<file path="config.mk">
export PLATFORM = sky130hd
export DESIGN_NAME = sync_serial_port_spi
export DESIGN_NICKNAME = d
export VERILOG_FILES = /design/src/logic/ssp_pkg.sv /design/src/logic/bit_sync.sv /design/src/logic/bit_rate_div.sv /design/src/logic/sync_serial_port_spi.sv
export SDC_FILE = /design/constraint.sdc
export NUM_CORES = 1
export LEC_CHECK = 0
export ABC_AREA = 1
export BUFFER_PORTS_ARGS = -buffer_cell sky130_fd_sc_hd__buf_2
export CAP_MARGIN = 25
export CORE_MARGIN = 5
export CORE_UTILIZATION = 60
export DETAILED_ROUTE_END_ITERATION = 12
export PLACE_DENSITY = 0.91
export SLEW_MARGIN = 20
export SYNTH_ARGS = -nofsm -noshare
export SYNTH_HDL_FRONTEND = slang
export SYNTH_SLANG_ARGS = --single-unit
</file>
<file path="constraint.sdc">
create_clock -name mclk -period 3.5 [get_ports mclk]
set_clock_uncertainty 0.2 [all_clocks]
set_input_delay 0.175 -clock mclk [delete_from_list [all_inputs] [get_ports mclk]]
set_output_delay 0.175 -clock mclk [all_outputs]
set_load 0.01 [all_outputs]
</file>
<file path="src/logic/ssp_pkg.sv">
package ssp_pkg;

	// ==========================================================
	// Mode codes
	localparam logic [3:0] MODE_M_DIV4  = 4'h0;
	localparam logic [3:0] MODE_M_DIV16 = 4'h1;
	localparam logic [3:0] MODE_M_DIV64 = 4'h2;
	localparam logic [3:0] MODE_M_TMR   = 4'h3;
	localparam logic [3:0] MODE_S_SEL   = 4'h4;
	localparam logic [3:0] MODE_S_NOSEL = 4'h5;

	// ==========================================================
	// Timing
	localparam int         CLK_PERIOD_NS  = 5;
	localparam logic [5:0] HALF_DIV4      = 6'h02;
	localparam logic [5:0] HALF_DIV16     = 6'h08;
	localparam logic [5:0] HALF_DIV64     = 6'h20;
	localparam logic [4:0] EDGES_PER_BYTE = 5'h10;
	localparam logic [3:0] BITS_PER_BYTE  = 4'h8;
	localparam int         SS_RESET_NS    = 50;
	localparam logic [7:0] SS_RESET_CYC   =
		8'((SS_RESET_NS + CLK_PERIOD_NS - 1) / CLK_PERIOD_NS);

	// ==========================================================
	// Carriers
	typedef struct packed {
		logic [3:0] port_mode_select;
		logic       serial_port_enable;
		logic       clock_idle_polarity;
		logic       clock_edge_select;
		logic       input_sample_phase;
		logic       sdo_dir_input;
		logic       sck_dir_input;
	} cfg_t;

	typedef struct packed {
		logic buffer_full_flag;
		logic serial_irq_flag;
		logic write_collision_flag;
		logic receive_overflow_flag;
	} flags_t;

	// ==========================================================
	// Mode decoding
	function automatic logic is_master(input logic [3:0] m);
		return m[3:2] == 2'h0;
	endfunction : is_master

	function automatic logic is_slave(input logic [3:0] m);
		return (m == MODE_S_SEL) || (m == MODE_S_NOSEL);
	endfunction : is_slave

	function automatic logic [5:0] half_period(input logic [3:0] m);
		case (m)
			MODE_M_DIV16: return HALF_DIV16;
			MODE_M_DIV64: return HALF_DIV64;
			default:      return HALF_DIV4;
		endcase
	endfunction : half_period

endpackage : ssp_pkg

</file>
<file path="src/logic/bit_sync.sv">
`timescale 1ns/1ps

module bit_sync #(
	parameter int W = 3
) (
	input  wire logic         mclk,
	input  wire logic         reset_n,
	input  wire logic         clk_en,
	input  wire logic [W-1:0] d,
	output logic      [W-1:0] q
);

	typedef struct packed {
		logic [W-1:0] meta;
		logic [W-1:0] stable;
	} sync_state_t;

	sync_state_t s_r;
	sync_state_t s_nxt;

	always_comb begin
		s_nxt        = s_r;
		s_nxt.meta   = d;
		s_nxt.stable = s_r.meta;
	end

	always_ff @(posedge mclk) begin
		if (!reset_n) begin
			s_r <= '0;
		end else if (clk_en) begin
			s_r <= s_nxt;
		end
	end

	assign q = s_r.stable;

endmodule : bit_sync

</file>
<file path="src/logic/bit_rate_div.sv">
`timescale 1ns/1ps

module bit_rate_div (
	input  wire logic       mclk,
	input  wire logic       reset_n,
	input  wire logic       clk_en,
	input  wire logic       run,
	input  wire logic [3:0] mode,
	input  wire logic       timer_two_tick,
	output logic            half_tick
);

	typedef struct packed {
		logic [5:0] cnt;
		logic       tick;
	} div_state_t;

	div_state_t s_r;
	div_state_t s_nxt;

	always_comb begin
		s_nxt      = s_r;
		s_nxt.tick = 1'b0;
		if (!run) begin
			s_nxt.cnt = 6'h00;
		end else if (mode == ssp_pkg::MODE_M_TMR) begin
			s_nxt.tick = timer_two_tick;
		end else if (s_r.cnt == ssp_pkg::half_period(mode) - 6'h01) begin
			s_nxt.cnt  = 6'h00;
			s_nxt.tick = 1'b1;
		end else begin
			s_nxt.cnt = s_r.cnt + 6'h01;
		end
	end

	always_ff @(posedge mclk) begin
		if (!reset_n) begin
			s_r <= '0;
		end else if (clk_en) begin
			s_r <= s_nxt;
		end
	end

	assign half_tick = s_r.tick;

endmodule : bit_rate_div

</file>
<file path="src/logic/sync_serial_port_spi.sv">
`timescale 1ns/1ps

module sync_serial_port_spi (
	input  wire logic           mclk,
	input  wire logic           reset_n,
	input  wire logic           clk_en,
	input  wire ssp_pkg::cfg_t  cfg,
	input  wire logic           timer_two_tick,
	input  wire logic           device_asleep,
	input  wire logic           buf_wr,
	input  wire logic [7:0]     buf_wr_data,
	input  wire logic           buf_rd,
	input  wire logic           write_collision_flag_clear,
	input  wire logic           ovf_clear,
	input  wire logic           irq_clear,
	input  wire logic           sck_in,
	input  wire logic           sdi_in,
	input  wire logic           ss_n_in,
	output logic                sck_out,
	output logic                sck_oe,
	output logic                sdo_out,
	output logic                sdo_oe,
	output logic [7:0]          buf_rd_data,
	output ssp_pkg::flags_t     flags,
	output logic                busy,
	output logic                wake_pulse
);

	typedef struct packed {
		logic [7:0]      shreg;
		logic [7:0]      buf_data;
		logic            out_bit;
		logic            sck_lvl;
		logic            sck_prev;
		logic [4:0]      edge_cnt;
		logic [3:0]      bit_cnt;
		logic            cap_pend;
		logic            m_active;
		logic [7:0]      ss_cnt;
		ssp_pkg::flags_t flags;
		logic            wake;
		logic            busy;
		logic            sck_oe;
		logic            sdo_oe;
	} spi_state_t;

	spi_state_t s_r;
	spi_state_t s_nxt;
	logic [2:0] pins_s;
	logic       sck_s;
	logic       sdi_s;
	logic       ss_n_s;
	logic       half_tick;
	logic       spi_on;
	logic       master;
	logic       slave;
	logic       slave_act;
	logic       tx_rise;
	logic       done_c;

	// ==========================================================
	// Pin synchronisers and bit clock
	bit_sync #(.W(3)) u_sync (
		.mclk    (mclk),
		.reset_n (reset_n),
		.clk_en  (clk_en),
		.d       ({sck_in, sdi_in, ss_n_in}),
		.q       (pins_s)
	);

	assign sck_s  = pins_s[2];
	assign sdi_s  = pins_s[1];
	assign ss_n_s = pins_s[0];

	bit_rate_div u_div (
		.mclk           (mclk),
		.reset_n        (reset_n),
		.clk_en         (clk_en),
		.run            (s_r.m_active),
		.mode           (cfg.port_mode_select),
		.timer_two_tick (timer_two_tick),
		.half_tick      (half_tick)
	);

	// ==========================================================
	// Mode decode
	// non-SPI codes off
	assign spi_on    = cfg.serial_port_enable && (ssp_pkg::is_master(cfg.port_mode_select)
		|| ssp_pkg::is_slave(cfg.port_mode_select));
	assign master    = spi_on && ssp_pkg::is_master(cfg.port_mode_select);
	assign slave     = spi_on && ssp_pkg::is_slave(cfg.port_mode_select);
	assign slave_act = slave && (cfg.port_mode_select == ssp_pkg::MODE_S_NOSEL || !ss_n_s);
	assign tx_rise   = cfg.clock_edge_select ^ cfg.clock_idle_polarity;

	// ==========================================================
	// Next state
	always_comb begin
		s_nxt          = s_r;
		s_nxt.wake     = 1'b0;
		s_nxt.sck_prev = sck_s;
		done_c         = 1'b0;
		if (write_collision_flag_clear) begin
			s_nxt.flags.write_collision_flag = 1'b0;
		end
		if (ovf_clear) begin
			s_nxt.flags.receive_overflow_flag = 1'b0;
		end
		if (irq_clear) begin
			s_nxt.flags.serial_irq_flag = 1'b0;
		end
		if (buf_rd) begin
			s_nxt.flags.buffer_full_flag = 1'b0;
		end
		if (!spi_on) begin
			s_nxt.m_active = 1'b0;
			s_nxt.edge_cnt = 5'h00;
			s_nxt.bit_cnt  = 4'h0;
			s_nxt.cap_pend = 1'b0;
			s_nxt.ss_cnt   = 8'h00;
			s_nxt.sck_lvl  = cfg.clock_idle_polarity;
			if (buf_wr) begin
				s_nxt.shreg   = buf_wr_data;
				s_nxt.out_bit = buf_wr_data[7];
			end
		end else if (master) begin
			if (buf_wr && s_r.m_active) begin
				s_nxt.flags.write_collision_flag = 1'b1;
			end
			if (!s_r.m_active) begin
				s_nxt.sck_lvl = cfg.clock_idle_polarity;
				if (buf_wr || cfg.sck_dir_input) begin
					s_nxt.m_active = 1'b1;
					s_nxt.edge_cnt = 5'h00;
					s_nxt.bit_cnt  = 4'h0;
					s_nxt.cap_pend = 1'b0;
					if (buf_wr) begin
						s_nxt.shreg   = buf_wr_data;
						s_nxt.out_bit = buf_wr_data[7];
					end else begin
						s_nxt.out_bit = s_r.shreg[7];
					end
				end
			end else if (half_tick) begin
				if (s_r.cap_pend) begin
					s_nxt.shreg    = {s_r.shreg[6:0], sdi_s};
					s_nxt.bit_cnt  = s_r.bit_cnt + 4'h1;
					s_nxt.cap_pend = 1'b0;
				end
				if (s_r.edge_cnt != ssp_pkg::EDGES_PER_BYTE) begin
					s_nxt.sck_lvl  = ~s_r.sck_lvl;
					s_nxt.edge_cnt = s_r.edge_cnt + 5'h01;
					if (s_nxt.sck_lvl == tx_rise) begin
						s_nxt.out_bit = s_nxt.shreg[7];
					end else if (cfg.input_sample_phase) begin
						s_nxt.cap_pend = 1'b1;
					end else begin
						s_nxt.shreg   = {s_nxt.shreg[6:0], sdi_s};
						s_nxt.bit_cnt = s_nxt.bit_cnt + 4'h1;
					end
				end
				if (s_nxt.bit_cnt == ssp_pkg::BITS_PER_BYTE && !s_nxt.cap_pend
					&& s_nxt.edge_cnt == ssp_pkg::EDGES_PER_BYTE) begin
					done_c         = 1'b1;
					s_nxt.m_active = 1'b0;
					s_nxt.bit_cnt  = 4'h0;
				end
			end
		end else begin
			if (cfg.port_mode_select == ssp_pkg::MODE_S_SEL && ss_n_s) begin
				if (s_r.ss_cnt != ssp_pkg::SS_RESET_CYC) begin
					s_nxt.ss_cnt = s_r.ss_cnt + 8'h01;
				end
				if (s_r.ss_cnt == ssp_pkg::SS_RESET_CYC - 8'h01) begin
					s_nxt.bit_cnt = 4'h0;
					s_nxt.out_bit = s_r.shreg[7];
				end
			end else begin
				s_nxt.ss_cnt = 8'h00;
			end
			if (buf_wr) begin
				if (s_r.bit_cnt != 4'h0) begin
					s_nxt.flags.write_collision_flag = 1'b1;
				end else begin
					s_nxt.shreg   = buf_wr_data;
					s_nxt.out_bit = buf_wr_data[7];
				end
			end
			if (slave_act && sck_s != s_r.sck_prev) begin
				if (sck_s == tx_rise) begin
					s_nxt.out_bit = s_nxt.shreg[7];
				end else begin
					s_nxt.shreg   = {s_nxt.shreg[6:0], sdi_s};
					s_nxt.bit_cnt = s_nxt.bit_cnt + 4'h1;
					if (s_nxt.bit_cnt == ssp_pkg::BITS_PER_BYTE) begin
						done_c        = 1'b1;
						s_nxt.bit_cnt = 4'h0;
						s_nxt.out_bit = s_nxt.shreg[7];
					end
				end
			end
		end
		if (done_c) begin
			if (slave && s_nxt.flags.buffer_full_flag) begin
				s_nxt.flags.receive_overflow_flag = 1'b1;
			end else begin
				s_nxt.buf_data               = s_nxt.shreg;
				s_nxt.flags.buffer_full_flag = 1'b1;
				s_nxt.flags.serial_irq_flag  = 1'b1;
			end
			s_nxt.wake = slave && device_asleep;
		end
		s_nxt.busy   = s_nxt.m_active || (s_nxt.bit_cnt != 4'h0);
		s_nxt.sck_oe = master && !cfg.sck_dir_input;
		s_nxt.sdo_oe = spi_on && !cfg.sdo_dir_input && (master
			|| cfg.port_mode_select == ssp_pkg::MODE_S_NOSEL
			|| (cfg.port_mode_select == ssp_pkg::MODE_S_SEL && !ss_n_s));
	end

	always_ff @(posedge mclk) begin
		if (!reset_n) begin
			s_r <= '0;
		end else if (clk_en) begin
			s_r <= s_nxt;
		end
	end

	assign sck_out     = s_r.sck_lvl;
	assign sck_oe      = s_r.sck_oe;
	assign sdo_out     = s_r.out_bit;
	assign sdo_oe      = s_r.sdo_oe;
	assign buf_rd_data = s_r.buf_data;
	assign flags       = s_r.flags;
	assign busy        = s_r.busy;
	assign wake_pulse  = s_r.wake;
endmodule : sync_serial_port_spi

</file>
==> metrics.txt, run 1 <==
Pwr Density 359 nW/um^2; Synth Flop Type dfxtp_1; CP max-delay cell dfxtp_1; Post-synth top cells nand2_1 (148), inv_1 (98), nor2_1 (90), o21ai_0 (85), dfxtp_1 (59); Chip Height 95.3 um; worst hold start cfg[6]; Worst Setup Start Kind flip-flop; M3 GR Usage 0.0592; final setup fails 0; fmax 0.335 GHz; CP delay by family, top simple AND/OR/NAND/NOR gates; DRC errors left 0; Post-Layout Cell Count 856; core area 7180 sq um; most frequent cell after synthesis nand2_1; crit path DAT 3.07 ns; Crit. End Element flip-flop; Synth area leader dfxtp_1; Synth top area share 0.271; post-route ant nets 0; Post-synth ARST share 0; IO Port Bufs 48; Pwr Total 1.76 mW; via/cell ratio 5.74; Max Slew Vio Count 0; largest net degree at the start of global routing 39; Slew HR 0.510; die area 9080 sq um; Synth Instances 714; cell row count 31; met1 Track Usage GR 0.368; synth unique cells 43; io pins 49; Area Growth Syn to Fin 12.5%; 1st-pass router iterations 6; Tmin final 2.99 ns; Final nets 793; CTS tree built; H-tree Lvls 3; fin crit share 0.853; Data required, critical path 3.58 ns; setup TNS 0 ns; dpl cells 827; routability cong. 0.978; total of max-cap violations 0; via count 4916; Min Hold Slack 0.0951 ns; Skew-Pair Late Insertion Delay 0.35 ns; RSZ-0062 raised after global routing false; cts bufs inserted 9; Synth Area per Inst 6.11 sq um; Area contributors post-synth dfxtp_1 (27%), nand2_1 (13%), o21ai_0 (9.8%); DR WL/cell 14.4 um; worst path bufs/invs 5; status complete, no violations; initial core utilization 0.608; clk slew on worst S/H paths 0.07 ns; final design utilization 0.684; post-DP HPWL 8810 um; final hold vios 0; die width 95.3 um; CP Cell Sequence inv_2, or2_1, o21ai_0, inv_1, ha_1, inv_1, nor2_1, nand3_1, nand2_1, inv_1, nand2_1, nor2_4, nand4_2, nand2_4, nand3_4, nand2_1, inv_1, nor2_1; layout cells sized above 1 0.137; total global routing overflow 0; first-iteration detailed-routing DRC count 640; Crit path largest cell delay 0.74 ns; YS warnings 0; drt total wl 12400 um; WS Path Type reg -> reg; worst vdd ir 0.000241 V; # clock sinks 59; number of synthesized flops with an enable pin 0; hold crit path type in -> reg; Tot GR Track Use 0.285; CP startpoint s_r[17]; initial antenna violation count 0; met2 Use GR 0.468; Leakage 2.29 nW; Clock Path Buffers 2; antenna cells 0; Slew @ Worst Pin 0.734 ns; synthesized area 4360 sq um; gr busiest metal met2; Crit path top cell by count inv_1; Syn Nets 755; CP max FO 20; first-pass GRT wire length 20600 um; Yosys reg bits 59; Seq/Total Area, Yosys 0.271; reg-to-reg startpoint s_r[17]; CTS Root Cell clkbuf_8; vias in the first global route 4463
==> metal layers <==
layer / vias to the layer above / part of all wire
met1: 2194 / 0.40
met5: - / 0
li1: 2404 / -
met3: 37 / 0.11
met4: 0 / 0.024
met2: 281 / 0.46
==> placed cells by master, fill, tap and decap left out, drive strengths merged, types with 2 or more instances in the layout <==
cell type	count
nand2	159
inv	103
nor2	97
o21ai	89
dfxtp	59
a21oi	55
buf	52
nand3	36
nand4	17
dlygate4sd3	13
nor3	11
ha	10
clkbuf	10
o211ai	8
a211oi	7
a22oi	4
a31oi	3
nor4	3
or2	3
clkinv	3
xor2	2
o2111ai	2
o22ai	2
bufinv	2
clkinvlp	2
==> report_power, final <==
part           switching (mW)  leakage, nW  internal, mW
registers              0.0305        0.482         0.697
logic                   0.214         1.70         0.107
clock network           0.295        0.108         0.420
==> sequential cells by signal, summed over array words and instances (netlist names) <==
| name | count |
|---|---|
| s_r | 28 |
| buf_rd_data | 8 |
| u_div.s_r | 6 |
| flags | 4 |
| u_sync.q | 3 |
| u_sync.s_nxt | 3 |
| busy | 1 |
| sck_oe | 1 |
| sck_out | 1 |
| sdo_oe | 1 |
| sdo_out | 1 |
| u_div.half_tick | 1 |
| wake_pulse | 1 |
==> per-stage QoR <==
| step | setup WS [ns] | instance area [sq um] |
|---|---|---|
| after global placement | 0.707 | 4550 |
| after CTS | 0.549 | 4910 |
| after global routing | 0.198 | 4910 |
| final | 0.514 | 4910 |
| after detailed placement | 0.574 | 4550 |
| after floorplan | 0.831 | 4360 |
==> layout make-up <==
class                      count  area, sq um
clock inverter                 6         88.8
clock buffer                  10          138
fill                         607         2270
multi-input combinational    513         2590
sequential                    59         1180
timing repair buffer          65          400
inverter                     104          390
tap                           99          124
==> logic make-up (layout without fill, tap and decap cells) <==
logic type / Yosys count / after routing / share of synthesized area
AOI/OAI and AO/OA: 172 / 172 / 0.213
xor gates and xnor gates: 3 / 3 / 0.00602
adders and majority gates: 10 / 10 / 0.0287
buffers and inverters: 142 / 185 / 0.136
DFF: 59 / 59 / 0.271
and+or+nand+nor: 328 / 328 / 0.345
==> worst min-delay path, stage by stage <==
cell and delay, ns:
buf_2 0.15, nor4_2 0.08, a21oi_1 0.14, a211oi_1 0.05
==> repair_timing <==
action	in CTS	in global routing
endpoints found under the hold margin	13	0
setup buffers	0	0
gates resized for setup	0	0
hold buffers	13	0
==> worst paths after layout <==
| kind | to | slack (ns) | cells after the start |
|---|---|---|---|
| max reg2reg | buf_rd_data[1] | 0.51 | 18 |
| max | buf_rd_data[1] | 0.51 | 18 |
| min | s_r[10] | 0.1 | 4 |
| min reg2reg | flags[0] | 0.26 | 2 |
Power figures use the tool's default switching activity.
==> run 2, diff against run 1 <==
--- a/config.mk
+++ b/config.mk
@@ -12,6 +12,7 @@
 export CORE_UTILIZATION = 60
 export DETAILED_ROUTE_END_ITERATION = 12
 export PLACE_DENSITY = 0.91
+export REMOVE_ABC_BUFFERS = 1
 export SLEW_MARGIN = 20
 export SYNTH_ARGS = -nofsm -noshare
 export SYNTH_HDL_FRONTEND = slang
==> metrics.txt, run 2 (synthesis gave the netlist of run 1 again) <==
final hold vios 0; first-iteration detailed-routing DRC count 737; WS Path Type reg -> reg; routability cong. 1.05; core area 7180 sq um; reg-to-reg startpoint s_r[19]; Leakage 2.27 nW; most frequent cells in the layout nand2_1 (148), inv_1 (98), nor2_1 (90), o21ai_0 (85), dfxtp_1 (59); clk slew on worst S/H paths 0.07 ns; first-pass GRT wire length 20700 um; RSZ-0062 raised after global routing false; Crit. End Element flip-flop; Pwr Total 1.75 mW; fmax 0.333 GHz; total of max-cap violations 0; status complete, no violations; initial antenna violation count 0; Tmin final 3.00 ns; Chip Height 95.3 um; via/cell ratio 5.82; largest net degree at the start of global routing 38; CTS Root Cell clkbuf_8; H-tree Lvls 3; CP startpoint s_r[19]; hold crit path type in -> reg; Resize count post-CTS 0; Max Slew Vio Count 0; Min Hold Slack 0.0308 ns; Largest Register s_r; final design utilization 0.677; Skew-Pair Late Insertion Delay 0.35 ns; antenna cells 0; drt total wl 12700 um; Pwr Density 360 nW/um^2; total global routing overflow 0; dpl ws 0.584 ns; Clock Path Buffers 2; CTS tree built; # clock sinks 59; initial core utilization 0.608; IO Port Bufs 48; via count 4959; Slew @ Worst Pin 0.775 ns; max FFs per register 28; cell row count 31; DR WL/cell 15.0 um; 1st-pass router iterations 7; DRC errors left 0; Data required, critical path 3.58 ns; Critical R2R Capture buf_rd_data[4]; FF-to-FF path depth 20; fin crit share 0.858; flop-to-flop setup slack 0.50 ns; cts bufs inserted 9; Critical Path End buf_rd_data[4]; post-DP HPWL 8890 um; commonest non-fill, non-tap cell in the layout nand2_1; Tot GR Track Use 0.288; Final nets 789; layout cells sized above 1 0.137; vias in the first global route 4664; Area Growth Syn to Fin 11.4%; die width 95.3 um; Worst Setup Start Kind flip-flop; die area 9080 sq um; CP max FO 14; io pins 49; setup TNS 0 ns; crit path DAT 3.08 ns; final setup fails 0; Slew HR 0.483; post-route ant nets 0; setup ws final 0.496 ns; worst vdd ir 0.000307 V
run 2: worst max-delay path: stages (launching register included):
cell and delay, ns:
dfxtp_1 0.46, inv_1 0.12, ha_1 0.28, or2_1 0.08
o21ai_0 0.13, inv_1 0.10, ha_1 0.14, inv_1 0.04
nor2_1 0.16, nand4_1 0.12, nand2_1 0.08, nand2_1 0.07
inv_1 0.05, nand2_1 0.08, nor2_4 0.11, nand4_2 0.12
nand2_4 0.15, nand3_4 0.17, nand2_2 0.09, nand2_1 0.05
nor2_1 0.10
run 2: how the worst min path moves through the flow:
stage	slack, ns	to	start	cells past startpoint
2_1_floorplan	0.06	s_r[27]	clk_en	1
3_3_place_gp	0.20	u_sync.s_nxt[0]	ss_n_in	3
3_5_place_dp	0.21	u_sync.s_nxt[2]	sck_in	3
4_1_cts	0.03	flags[3]	buf_rd	4
5_1_grt	0.06	s_r[27]	clk_en	2
6_report	0.03	flags[3]	buf_rd	4
run 2: through the flow:
step	cells	area [sq um]
CTS	852	4860
floorplan	676	4160
global route	852	4860
finish	852	4860
detailed placement	826	4550
global placement	826	4550
run 2: power breakdown:
group          switching (mW)  leakage (nW)  internal (mW)  total, mW
sequential             0.0320         0.482          0.697      0.729
clock                   0.303         0.109          0.399      0.702
combinational           0.218          1.68          0.104      0.322
total                   0.552          2.27           1.20       1.75
run 2: what timing repair did:
action | CTS | global route
buffers inserted | 0 | 0
endpoints found under the hold margin | 10 | 0
hold buffers | 10 | 0
run 2: layout make-up:
type                            count  area (sq um)
Clock buffer                        9           124
Clock inverter                      7          91.3
Fill cell                         616          2310
Inverter                          104           390
Multi-Input combinational cell    513          2590
Sequential cell                    59          1180
Tap cell                           99           124
Timing Repair Buffer               61           363
run 2: metal layers:
metal,vias up,share of wire,track usage
met1,2211,0.41,0.344
met2,303,0.45,0.469
li1,2385,-,-
met4,0,0.039,0.159
met5,-,0,0
met3,60,0.10,0.0742
==> run 3, diff against run 2 <==
--- a/config.mk
+++ b/config.mk
@@ -6,12 +6,13 @@
 export NUM_CORES = 1
 export LEC_CHECK = 0
 export ABC_AREA = 1
-export BUFFER_PORTS_ARGS = -buffer_cell sky130_fd_sc_hd__buf_2
 export CAP_MARGIN = 25
 export CORE_MARGIN = 5
 export CORE_UTILIZATION = 60
 export DETAILED_ROUTE_END_ITERATION = 12
-export PLACE_DENSITY = 0.91
+export DONT_BUFFER_PORTS = 1
+export GPL_TIMING_DRIVEN = 0
+export PLACE_DENSITY = 0.86
 export REMOVE_ABC_BUFFERS = 1
 export SLEW_MARGIN = 20
 export SYNTH_ARGS = -nofsm -noshare
==> metrics.txt, run 3 (synthesis gave the netlist of run 1 again) <==
cell row count 31; Area Growth Syn to Fin 9.75%; final design utilization 0.667; 1st-pass router iterations 6; # clock sinks 59; Final nets 754; die area 9080 sq um; fmax 0.310 GHz; initial core utilization 0.608; Logic pwr share 0.174; worst path bufs/invs 4; fillers 605; final hold vios 0; H-tree Lvls 3; vias in the first global route 4443; via count 4798; Post-Place Cell Area 4280 sq um; routability cong. 0.946; Max Slew Vio Count 0; die width 95.3 um; setup TNS 0 ns; CP max FO 20; CP Cell Sequence inv_2, or2_1, o21ai_0, inv_1, ha_1, inv_1, nor2_1, nand3_1, nand2_1, o21ai_0, o21ai_1, nor2_1, a21oi_1, dlygate4sd3_1; Tmin final 3.23 ns; CP max-delay cell dfxtp_1; core area 7180 sq um; largest net degree at the start of global routing 43; Post-Layout Cell Count 816; dpl cells 775; layout cells sized above 1 0.0739; first-pass GRT wire length 20600 um; total of max-cap violations 0; io pins 49; Post-CTS Setup Bufs 0; WS Path Type reg -> reg; CTS tree built; Slew HR 0.423; Worst Setup Start Kind flip-flop; antenna cells 0; sequential share of power 0.416; Crit path largest cell delay 0.76 ns; Largest Register s_r; CTS Root Cell clkbuf_8; Slew @ Worst Pin 0.865 ns; clk slew on worst S/H paths 0.06 ns; Leakage 2.12 nW; DR WL/cell 15.3 um; Data required, critical path 3.53 ns; first-iteration detailed-routing DRC count 478; DRC errors left 0; RSZ-0062 raised after global routing false; final setup fails 0; post-route ant nets 0; via/cell ratio 5.88; total global routing overflow 0; crit path DAT 3.25 ns; initial antenna violation count 0; post-DP HPWL 8260 um; switching pwr 0.518 mW; cts bufs inserted 9; Clock Path Buffers 2; dpl ws 0.493 ns; sw frac 0.296; Final Instance Area 4790 sq um; worst vdd ir 0.000342 V; CP delay by family, top buffers and inverters; most frequent cells in the layout nand2_1 (148), inv_1 (98), nor2_1 (90), o21ai_0 (85), dfxtp_1 (59); IO Port Bufs 0; max FFs per register 28; clock share of power 0.410; drt total wl 12500 um; Tot GR Track Use 0.286; Chip Height 95.3 um; setup ws final 0.275 ns; Pwr Density 366 nW/um^2; internal power 1.24 mW; fin crit share 0.921; commonest non-fill, non-tap cell in the layout nand2_1; Crit. End Element flip-flop; status complete, no violations; Resize count post-CTS 0; Skew-Pair Late Insertion Delay 0.35 ns; hold crit path type in -> reg
## run 3: changes by cell type in the layout (fill, tap and decap cells not counted), sizes merged
cell | previous run | this run
clkinv | 4 | 3
inv | 104 | 103
clkbuf | 9 | 11
clkinvlp | 1 | 0
dlygate4sd3 | 10 | 24
buf | 51 | 2
## run 3: through the flow
step / total power, mW / hold WS, ns
after floorplan: 0.936 / 0.0644
after global placement: 0.987 / 0.0748
after detailed placement: 0.996 / 0.0836
after CTS: 1.74 / 0.00588
after global routing: 1.83 / 0.0341
final: 1.75 / 0.0192
## run 3: final cells by class
class                   instances  area, sq um  share of cell area
multi-input cells             513         2590               0.540
flip-flops and latches         59         1180               0.247
inverters                     104          390              0.0815
repair buffers                 26          280              0.0585
clock buffers                  11          151              0.0316
well taps                      99          124              0.0259
clock inverters                 4         73.8              0.0154
## run 3: layer usage
metal,track usage,vias up,wire length (um)
met5,0,-,0
met4,0.138,0,410
met3,0.0584,41,1330
met2,0.482,304,6010
met1,0.346,2141,4760
li1,-,2312,-
## run 3: worst register-to-register path, delay by kind of cell, from the launching register on
kind | cells | cell delay [ns]
buffers and inverters | 4 | 0.89
flip-flops | 1 | 0.76
AND/OR/NAND/NOR | 5 | 0.57
AO/OA/AOI/OAI | 4 | 0.51
adder cells (fa/ha/maj) | 1 | 0.18
## run 3: power by group through the flow
| stage | clock network [mW] | registers [mW] | logic (mW) |
|---|---|---|---|
| after floorplan | 0 | 0.733 | 0.203 |
| final | 0.719 | 0.730 | 0.305 |
| after global routing | 0.759 | 0.732 | 0.342 |
| after CTS | 0.720 | 0.728 | 0.296 |
| after global placement | 0 | 0.742 | 0.245 |
| after detailed placement | 0 | 0.743 | 0.253 |
## run 3: path summary, 6_finish.rpt
kind                 from      end  slack, ns  cells past startpoint
setup reg to reg  s_r[17]  s_r[20]       0.27                     14
setup / recovery  s_r[17]  s_r[20]       0.27                     14
hold reg to reg   s_r[15]  s_r[15]       0.27                      2
hold / removal     buf_wr  s_r[16]       0.02                      6
## run 3: what timing repair did
action                                  in CTS  in global routing
endpoints found under the setup margin       0                  0
hold endpoints to repair                    51                  0
hold buffers                                26                  0
